===== config.mk =====
export PLATFORM = sky130hd
export DESIGN_NAME = u4sr_top
export DESIGN_NICKNAME = d
export VERILOG_FILES = /design/src/shared/u4sr_pkg.sv /design/src/verilog/u4sr_stage_next.sv /design/src/verilog/u4sr_axil.sv /design/src/verilog/u4sr_top.sv
export VERILOG_INCLUDE_DIRS = /design/src /design/src/shared
export SDC_FILE = /design/constraint.sdc
export NUM_CORES = 1
export LEC_CHECK = 0
export ABC_AREA = 0
export BUFFER_PORTS_ARGS = -buffer_cell sky130_fd_sc_hd__buf_2
export CAP_MARGIN = 40
export CELL_PAD_IN_SITES_DETAIL_PLACEMENT = 2
export CELL_PAD_IN_SITES_GLOBAL_PLACEMENT = 2
export CORE_AREA = 2 2 82 84
export CTS_CLUSTER_DIAMETER = 60
export DETAILED_ROUTE_END_ITERATION = 8
export DIE_AREA = 0 0 84 86
export HOLD_SLACK_MARGIN = 0.1
export PLACE_DENSITY = 0.79
export SYNTH_ARGS = -nofsm -noshare
export SYNTH_HDL_FRONTEND = slang
export SYNTH_SLANG_ARGS = --single-unit

===== constraint.sdc =====
create_clock -name aclk -period 2.39 [get_ports aclk]
set_input_delay 0.478 -clock aclk [delete_from_list [all_inputs] [get_ports aclk]]
set_output_delay 0.478 -clock aclk [all_outputs]
set_load 0.05 [all_outputs]

===== src/shared/u4sr_params.svh =====
`ifndef U4SR_PARAMS_SVH
`define U4SR_PARAMS_SVH

// Register stage count
`define U4SR_STAGES 4

// Bus geometry
`define U4SR_AXI_AW 4
`define U4SR_AXI_DW 32

// Word offsets (byte addresses)
`define U4SR_ADDR_CTRL 4'h0
`define U4SR_ADDR_STATUS 4'h4

// Control register fields
`define U4SR_CTRL_VARIANT_BIT 0
`define U4SR_CTRL_RESET 1'h0

// Status register fields
`define U4SR_STAT_STAGES_LSB 0
`define U4SR_STAT_COMP_BIT 4
`define U4SR_STAT_CLEAR_N_BIT 5

// Response codes
`define U4SR_RESP_OKAY 2'h0
`define U4SR_RESP_DECERR 2'h3

`endif


===== src/shared/u4sr_pkg.sv =====
package u4sr_pkg;

  // Synchronous operation chosen for the next clock edge
  typedef enum logic [1:0] {
    op_load,
    op_shift,
    op_hold
  } u4sr_op_t;

  // Register selected by a bus address
  typedef enum logic [1:0] {
    sel_ctrl,
    sel_status,
    sel_none
  } u4sr_sel_t;

endpackage : u4sr_pkg


===== src/verilog/u4sr_stage_next.sv =====
`timescale 1ns/1ps
`include "u4sr_params.svh"

module u4sr_stage_next (
  input wire logic [3:0] cur,
  input wire logic [3:0] par_in,
  input wire logic serial_bit,
  input wire u4sr_pkg::u4sr_op_t op,
  output logic [3:0] nxt
);

  genvar i;
  generate
    for (i = 0; i < `U4SR_STAGES; i = i + 1) begin : g_stage
      logic shift_src;
      if (i == 0) begin : g_first
        assign shift_src = serial_bit;
      end else begin : g_rest
        assign shift_src = cur[i-1];
      end
      always_comb begin
        case (op)
          u4sr_pkg::op_load: nxt[i] = par_in[i];
          u4sr_pkg::op_shift: nxt[i] = shift_src;
          default: nxt[i] = cur[i];
        endcase
      end
    end
  endgenerate

endmodule : u4sr_stage_next


===== src/verilog/u4sr_axil.sv =====
`timescale 1ns/1ps
`include "u4sr_params.svh"

module u4sr_axil (
  input wire logic aclk,
  input wire logic aresetn,
  input wire logic [3:0] s_axi_awaddr,
  input wire logic s_axi_awvalid,
  output logic s_axi_awready,
  input wire logic [31:0] s_axi_wdata,
  input wire logic [3:0] s_axi_wstrb,
  input wire logic s_axi_wvalid,
  output logic s_axi_wready,
  output logic [1:0] s_axi_bresp,
  output logic s_axi_bvalid,
  input wire logic s_axi_bready,
  input wire logic [3:0] s_axi_araddr,
  input wire logic s_axi_arvalid,
  output logic s_axi_arready,
  output logic [31:0] s_axi_rdata,
  output logic [1:0] s_axi_rresp,
  output logic s_axi_rvalid,
  input wire logic s_axi_rready,
  input wire logic [31:0] status_word,
  output logic ctrl_variant
);

  function automatic u4sr_pkg::u4sr_sel_t decode(input logic [3:0] a);
    if (a[3:2] == `U4SR_ADDR_CTRL >> 2) begin
      decode = u4sr_pkg::sel_ctrl;
    end else if (a[3:2] == `U4SR_ADDR_STATUS >> 2) begin
      decode = u4sr_pkg::sel_status;
    end else begin
      decode = u4sr_pkg::sel_none;
    end
  endfunction : decode

  logic aw_full, next_aw_full, w_full, next_w_full;
  logic [3:0] aw_addr, next_aw_addr;
  logic [31:0] w_data, next_w_data;
  logic w_lane0, next_w_lane0;
  logic bvalid, next_bvalid, rvalid, next_rvalid;
  logic [1:0] bresp, next_bresp, rresp, next_rresp;
  logic [31:0] rdata, next_rdata;
  logic ctrl, next_ctrl;

  assign s_axi_awready = !aw_full;
  assign s_axi_wready = !w_full;
  assign s_axi_arready = !rvalid;
  assign s_axi_bvalid = bvalid;
  assign s_axi_bresp = bresp;
  assign s_axi_rvalid = rvalid;
  assign s_axi_rresp = rresp;
  assign s_axi_rdata = rdata;
  assign ctrl_variant = ctrl;

  always_comb begin
    next_aw_full = aw_full;
    next_aw_addr = aw_addr;
    next_w_full = w_full;
    next_w_data = w_data;
    next_w_lane0 = w_lane0;
    next_bvalid = bvalid;
    next_bresp = bresp;
    next_ctrl = ctrl;
    if (s_axi_awvalid && !aw_full) begin
      next_aw_full = 1'b1;
      next_aw_addr = s_axi_awaddr;
    end
    if (s_axi_wvalid && !w_full) begin
      next_w_full = 1'b1;
      next_w_data = s_axi_wdata;
      next_w_lane0 = s_axi_wstrb[0];
    end
    if (bvalid && s_axi_bready) begin
      next_bvalid = 1'b0;
    end
    // Commit only once both halves are held and the last answer is gone
    if (aw_full && w_full && !bvalid) begin
      next_aw_full = 1'b0;
      next_w_full = 1'b0;
      next_bvalid = 1'b1;
      next_bresp = `U4SR_RESP_OKAY;
      if (decode(aw_addr) == u4sr_pkg::sel_ctrl) begin
        if (w_lane0) begin
          next_ctrl = w_data[`U4SR_CTRL_VARIANT_BIT];
        end
      end else if (decode(aw_addr) == u4sr_pkg::sel_none) begin
        next_bresp = `U4SR_RESP_DECERR;
      end
    end
  end

  always_comb begin
    next_rvalid = rvalid;
    next_rdata = rdata;
    next_rresp = rresp;
    if (rvalid && s_axi_rready) begin
      next_rvalid = 1'b0;
    end
    if (s_axi_arvalid && !rvalid) begin
      next_rvalid = 1'b1;
      next_rresp = `U4SR_RESP_OKAY;
      next_rdata = 32'h0000_0000;
      if (decode(s_axi_araddr) == u4sr_pkg::sel_ctrl) begin
        next_rdata[`U4SR_CTRL_VARIANT_BIT] = ctrl;
      end else if (decode(s_axi_araddr) == u4sr_pkg::sel_status) begin
        next_rdata = status_word;
      end else begin
        next_rresp = `U4SR_RESP_DECERR;
      end
    end
  end

  always_ff @(posedge aclk) begin
    if (!aresetn) begin
      aw_full <= 1'b0;
      aw_addr <= 4'h0;
      w_full <= 1'b0;
      w_data <= 32'h0000_0000;
      w_lane0 <= 1'b0;
      bvalid <= 1'b0;
      bresp <= `U4SR_RESP_OKAY;
      rvalid <= 1'b0;
      rdata <= 32'h0000_0000;
      rresp <= `U4SR_RESP_OKAY;
      ctrl <= `U4SR_CTRL_RESET;
    end else begin
      aw_full <= next_aw_full;
      aw_addr <= next_aw_addr;
      w_full <= next_w_full;
      w_data <= next_w_data;
      w_lane0 <= next_w_lane0;
      bvalid <= next_bvalid;
      bresp <= next_bresp;
      rvalid <= next_rvalid;
      rdata <= next_rdata;
      rresp <= next_rresp;
      ctrl <= next_ctrl;
    end
  end

endmodule : u4sr_axil


===== src/verilog/u4sr_top.sv =====
// Contract
// - Edge-triggered, non-transparent: outputs use inputs sampled before the edge.
// - Four stages, each with parallel input and true output; last also inverted.
// - Synchronous serial shift and synchronous parallel load, chosen by a control input.
// - Active-low master clear acts without the clock and overrides everything.
// - Master clear low forces all four stages to zero.
// - Base variant feeds the first stage from a two-line set/clear pair.
// - Base variant loads when the load select is low, shifts when high.
// - Shift moves one place per rising edge: stage n takes stage n-1.
// - Outputs change only on the rising edge, apart from master clear.
// - Hold variant offers exactly shift, parallel load and hold.
// - Hold variant: hold enable high blocks shift and load, keeping contents.
// - Hold variant uses one data serial input for the first stage.
//
// Decided for this implementation: the AXI4-Lite register port and the register offsets.
`timescale 1ns/1ps
`include "u4sr_params.svh"

module u4sr_top (
  input wire logic aclk,
  input wire logic aresetn,
  input wire logic master_clear_n,
  input wire logic parallel_load_select_n,
  input wire logic hold_enable,
  input wire logic serial_set,
  input wire logic serial_clear_n,
  input wire logic serial_data,
  input wire logic [3:0] stage_parallel_in,
  output logic [3:0] stage_out,
  output logic stage3_out_n,
  input wire logic [3:0] s_axi_awaddr,
  input wire logic [2:0] s_axi_awprot,
  input wire logic s_axi_awvalid,
  output logic s_axi_awready,
  input wire logic [31:0] s_axi_wdata,
  input wire logic [3:0] s_axi_wstrb,
  input wire logic s_axi_wvalid,
  output logic s_axi_wready,
  output logic [1:0] s_axi_bresp,
  output logic s_axi_bvalid,
  input wire logic s_axi_bready,
  input wire logic [3:0] s_axi_araddr,
  input wire logic [2:0] s_axi_arprot,
  input wire logic s_axi_arvalid,
  output logic s_axi_arready,
  output logic [31:0] s_axi_rdata,
  output logic [1:0] s_axi_rresp,
  output logic s_axi_rvalid,
  input wire logic s_axi_rready
);

  // Variant chosen by software: 0 two-line serial input, 1 hold-capable
  logic hold_variant;
  logic [3:0] stages;
  logic [3:0] next_stages;
  logic stage3_n;
  logic next_stage3_n;
  logic first_serial;
  u4sr_pkg::u4sr_op_t op;
  logic [31:0] status_word;

  // Set/clear pair behaves as a JK input with the clear line inverted
  function automatic logic set_clear_next(input logic set_in, input logic clr_n,
                                          input logic cur);
    set_clear_next = (set_in & ~cur) | (clr_n & cur);
  endfunction : set_clear_next

  // Protection bits carry no meaning here
  logic unused_prot;
  assign unused_prot = ^{s_axi_awprot, s_axi_arprot};

  u4sr_axil u_axil (
    .aclk(aclk),
    .aresetn(aresetn),
    .s_axi_awaddr(s_axi_awaddr),
    .s_axi_awvalid(s_axi_awvalid),
    .s_axi_awready(s_axi_awready),
    .s_axi_wdata(s_axi_wdata),
    .s_axi_wstrb(s_axi_wstrb),
    .s_axi_wvalid(s_axi_wvalid),
    .s_axi_wready(s_axi_wready),
    .s_axi_bresp(s_axi_bresp),
    .s_axi_bvalid(s_axi_bvalid),
    .s_axi_bready(s_axi_bready),
    .s_axi_araddr(s_axi_araddr),
    .s_axi_arvalid(s_axi_arvalid),
    .s_axi_arready(s_axi_arready),
    .s_axi_rdata(s_axi_rdata),
    .s_axi_rresp(s_axi_rresp),
    .s_axi_rvalid(s_axi_rvalid),
    .s_axi_rready(s_axi_rready),
    .status_word(status_word),
    .ctrl_variant(hold_variant)
  );

  always_comb begin
    status_word = 32'h0000_0000;
    status_word[`U4SR_STAT_STAGES_LSB +: 4] = stages;
    status_word[`U4SR_STAT_COMP_BIT] = stage3_n;
    status_word[`U4SR_STAT_CLEAR_N_BIT] = master_clear_n;
  end

  always_comb begin
    if (hold_variant && hold_enable) begin
      op = u4sr_pkg::op_hold;
    end else if (!parallel_load_select_n) begin
      op = u4sr_pkg::op_load;
    end else begin
      op = u4sr_pkg::op_shift;
    end
  end

  // single data line in hold variant
  always_comb begin
    if (hold_variant) begin
      first_serial = serial_data;
    end else begin
      first_serial = set_clear_next(serial_set, serial_clear_n, stages[0]);
    end
  end

  u4sr_stage_next u_next (
    .cur(stages),
    .par_in(stage_parallel_in),
    .serial_bit(first_serial),
    .op(op),
    .nxt(next_stages)
  );

  // inverted copy of the last stage
  always_comb begin
    next_stage3_n = ~next_stages[3];
  end

  // change on the rising edge, or at once when master clear goes low
  always_ff @(posedge aclk or negedge master_clear_n) begin
    if (!master_clear_n) begin
      stages <= 4'h0;
      stage3_n <= 1'b1;
    end else if (!aresetn) begin
      stages <= 4'h0;
      stage3_n <= 1'b1;
    end else begin
      stages <= next_stages;
      stage3_n <= next_stage3_n;
    end
  end

  assign stage_out = stages;
  assign stage3_out_n = stage3_n;

  // Load, shift, set/clear and hold checks below are only meaningful while neither clear is active
  logic run;
  assign run = aresetn && master_clear_n;
endmodule : u4sr_top


# Word level (Yosys, flattened, before mapping)
# Index checks and enable logic that the tools add are counted.
[totals] latch_bits=0 in_bits=67 n_memories=0 mem_bits_rw=0 rom_bits=0 regBits=52 wordCells=77
[op_classes] muxes=30 n_shift=0 div_mod_pow=0 mul=0 magnitude_cmp=0 n_bitwise=6 n_eq_ne=6 reduce_logical=21 addsub=0
[op_table] cell="$mux W2" n=15
[op_table] cell="$logic_not A2 Y1" n=5
[op_table] cell="$eq A2 B1 Y1 const B" n=4
[op_table] cell="$logic_and A1 B1 Y1" n=8
[op_table] cell="$mux W1" n=8
[op_table] cell="$pmux W1 S2" n=4
[op_table] cell="$mux W6" n=1
[op_table] cell="$mux W5" n=1
[op_table] cell="$logic_not A1 Y1" n=4
[op_table] cell="$mux W4" n=1
[op_table] cell="$reduce_bool A2 Y1" n=2
[op_table] cell="$ne A3 B1 Y1 const B" n=1
[op_table] cell="$not A1 Y1" n=3
[op_table] cell="$reduce_and A3 Y1" n=1
[op_table] cell="$and A1 B1 Y1" n=2
[op_table] cell="$eq A2 B2 Y1 const B" n=1
[op_table] cell="$reduce_or A2 Y1" n=1
[op_table] cell="$or A1 B1 Y1" n=1

# Longest topological paths before layout
[logic_depth] depth_word=10 ltp_mapped=5 ltp_nobuf=4

# Cells and area by module
# Synthesis repeated with hierarchy kept, for this count alone.
[unflattened] cells_unflattened=185 area_unflattened_um2=1911.8
[by_module_without_submodules] mod="u4sr_axil" n_inst=1 area_per_inst_um2=1630.3 cells_each=156
[by_module_without_submodules] mod="u4sr_top" n_inst=1 area_per_inst_um2=195.2 cells_each=16
[by_module_without_submodules] mod="u4sr_stage_next" n_inst=1 area_per_inst_um2=86.3 cells_each=13

# Worst setup path after synthesis
# OpenSTA, ideal clock, no wires.
[synth_path] path_kind="reg2out" startpoint="register u_axil.rvalid (netlist: u_axil.s_axi_rvalid)" endpoint="output port s_axi_arready" arrival_ps=1025 stages_incl_launch_ff=2 setup_slack_ps=887 cell_sequence="dfxtp_1 > inv_1"
[synth_between] elab_chain_len=1
[synth_lines] element="start, declared" line="u4sr_axil.sv:42" text="logic bvalid, next_bvalid, rvalid, next_rvalid;"
[synth_lines] element="start signal, assigned" line="u4sr_axil.sv:136" text="rvalid <= next_rvalid;"
[synth_lines] element="$logic_not A1 Y1" line="u4sr_axil.sv:49" text="assign s_axi_arready = !rvalid;"
[synth_lines] element="end, declared" line="u4sr_top.sv:45" text="output logic s_axi_arready,"
# Every way passes these cells.

# Worst setup path after layout
[layout_path] startpoint="register stage3_n (netlist: stage3_out_n)" endpoint="output port stage3_out_n"
[layout_rtl] element="start, declared" line="u4sr_top.sv:56" text="logic stage3_n;"
[layout_rtl] element="start signal, assigned" line="u4sr_top.sv:145" text="stage3_n <= next_stage3_n;"
[layout_rtl] element="end, declared" line="u4sr_top.sv:30" text="output logic stage3_out_n,"
# No word-level cell between the ends.

==> reports/metrics.cfg <==
[synth]
ys.flop_type=dfxtp_1
yosys_warnings=0
yosysUniqueCellTypes=28
yosysSeqAreaShare=0.394
ys_ff_latch=22
avgSynthCellArea_um2=10.0
synth_area_mm2=0.00118
async_flop_share=0.227
synthCells=118
synth_edf_count=0

[die]
rows=29
io_pins=113
die_y_um=86
design.core.area_mm2=0.00628
dieArea_mm2=0.00722
initial_core_util=0.189
die_x_um=84

[cells_and_area]
nFillCells=755
layout_common_cells=buf_2 (42), conb_1 (26), dfxtp_1 (17)
final_cells=235
antenna_cells=0
layout.nets=226
area_delta_synth_final_pct=19.2
final_common_cell=buf_2
final_layout_size_suffix_gt1_frac=0.329
fin_area_mm2=0.00141

[clocking]
cts.sinks=22
post_cts_buffers=0
holdBufCountCts=1
clkTransAtPathRegs_ns=0.08
cts_resized=0
cts_tree=yes
clock_latency_ns=0.26
htree_levels=1
cts_root_buf=clkbuf_8
clock_path_buffers=2
cts_inserted_buffers=3

[route]
totalWireLength_um=2720
antenna_left=0
drtIter0Drc=20
wl_per_cell_um=11.6
vias_per_cell=3.69
num_vias=866
dr.pass1.iters=3
drc_errors=0

[sta]
period_share=0.644
final-setup-viol-count=0
rsz0062_at_grt=false
slew_violations=0
hold_viol=0
finalSetupTns_ns=0
min_period_ns=1.54
holdWs_ns=0.445
finalClockSkew_ns=0.00305
clock.fmax_mhz=650

[setup_path]
critPathMaxStageDelay_ns=0.54
end_kind=output pin
cp_top_family=flip-flops
cp.buffers_inverters=1
critical_path_arrival_ns=1.06
cp.required_ns=1.91
worst-path-stages=1
crit_chain=buf_2
start_kind=flip-flop
crit_fanout=2
reg2regPathDepth=4
ff2ff_setup_slack_ns=1.18
slowest_stage=dfstp_2
crit_type=flip-flop to output pin

[global_routing]
antenna_found_initial=0
grt_max_degree=21
grt_usage=0.0765
grt_overflow_total=0
grt_pass1_vias=878
grt_pass1_wl_um=4340

[pwr]
peakVddDrop_mv=0.186
power_per_cell_area_mw_per_mm2=654
p_leak_nw=0.725

[placed_design]
hpwl_um=2270
dp.cells=230
placed_cell_area_mm2=0.00135
place.gp.congestion=0.667
io_buffer_count=42

[hold_path]
hold_path.class=input port to flip-flop
worst_hold_path.num_cells=3

[outcome]
status=complete, no violations

[job]
max_cap_violations=0

[final cells by class]
class / instances / area [µm²] / share of cell area
multi-input combinational: 85 / 558 / 0.395
sequential: 22 / 467 / 0.331
timing repair buffer: 43 / 220 / 0.156
tap: 77 / 96.3 / 0.0683
clock buffer: 4 / 55.1 / 0.0390
inverter: 4 / 15.0 / 0.0106
[worst min-delay path, stage by stage]
cell and delay, ns:
buf_2 0.09, nor2_1 0.03, nor2_1 0.07
[cell usage after synthesis, types with 2 or more instances]
cell | n | area, µm²
o211a_1 | 4 | 40.0
nor2b_1 | 13 | 81.3
inv_1 | 4 | 15.0
nand3b_1 | 2 | 15.0
a22oi_1 | 5 | 37.5
nand2_1 | 6 | 22.5
buf_4 | 29 | 218
dfrtp_1 | 4 | 100
mux2i_1 | 12 | 120
nor2_1 | 4 | 15.0
dfxtp_1 | 17 | 340
a21boi_0 | 2 | 15.0
[report_power, final]
part | switching [mW] | total, mW | internal (mW)
clock network | 0.124 | 0.270 | 0.147
registers | 0.0175 | 0.404 | 0.386
logic | 0.192 | 0.248 | 0.0566
total | 0.333 | 0.923 | 0.590
[logic make-up after synthesis]
group           after synthesis  share of synthesized area
other cells                   1                    0.00317
simple gates                 34                      0.198
compound gates               13                     0.0899
buf+inv                      36                      0.214
flops                        22                      0.394
mux                          12                      0.101
[sequential cells by signal, indices dropped and copies added (netlist names)]
name,cells
u_axil.w_data,1
u_axil.aw_addr,2
u_axil.w_lane0,1
u_axil.s_axi_bvalid,1
u_axil.s_axi_rresp,1
u_axil.w_full,1
u_axil.ctrl_variant,1
stage3_out_n,1
u_axil.s_axi_rvalid,1
u_axil.s_axi_bresp,1
stage_out,4
u_axil.s_axi_rdata,6
u_axil.aw_full,1
[per-layer routing]
metal	vias to the layer above	global-route usage	share of wire	wire, µm
li1	419	-	-	-
met1	397	0.0972	0.43	1180
met5	-	0	0	0
met3	5	0.0164	0.090	244
met2	45	0.122	0.46	1250
met4	0	0.0396	0.019	51
[metrics by stage]
| stage | setup WS, ns | total power, mW | util |
|---|---|---|---|
| finish | 0.851 | 0.923 | 0.225 |
| global route | 0.812 | 0.971 | 0.225 |
| CTS | 0.841 | 0.931 | 0.225 |
| detailed placement | 1.03 | 0.662 | 0.214 |
| global placement | 1.09 | 0.657 | 0.214 |
| floorplan | 0.887 | 0.647 | - |
[path summary, 6_finish.rpt]
path | start | to
max reg2reg | u_axil.w_full | u_axil.ctrl_variant
min reg2reg | u_axil.s_axi_bvalid | u_axil.s_axi_bvalid
max in group asynchronous | master_clear_n | stage3_out_n
max | stage3_out_n | stage3_out_n
min in group asynchronous | master_clear_n | stage_out[3]
min | s_axi_wvalid | u_axil.w_full
Note: power is estimated with default switching activity, not from simulation.
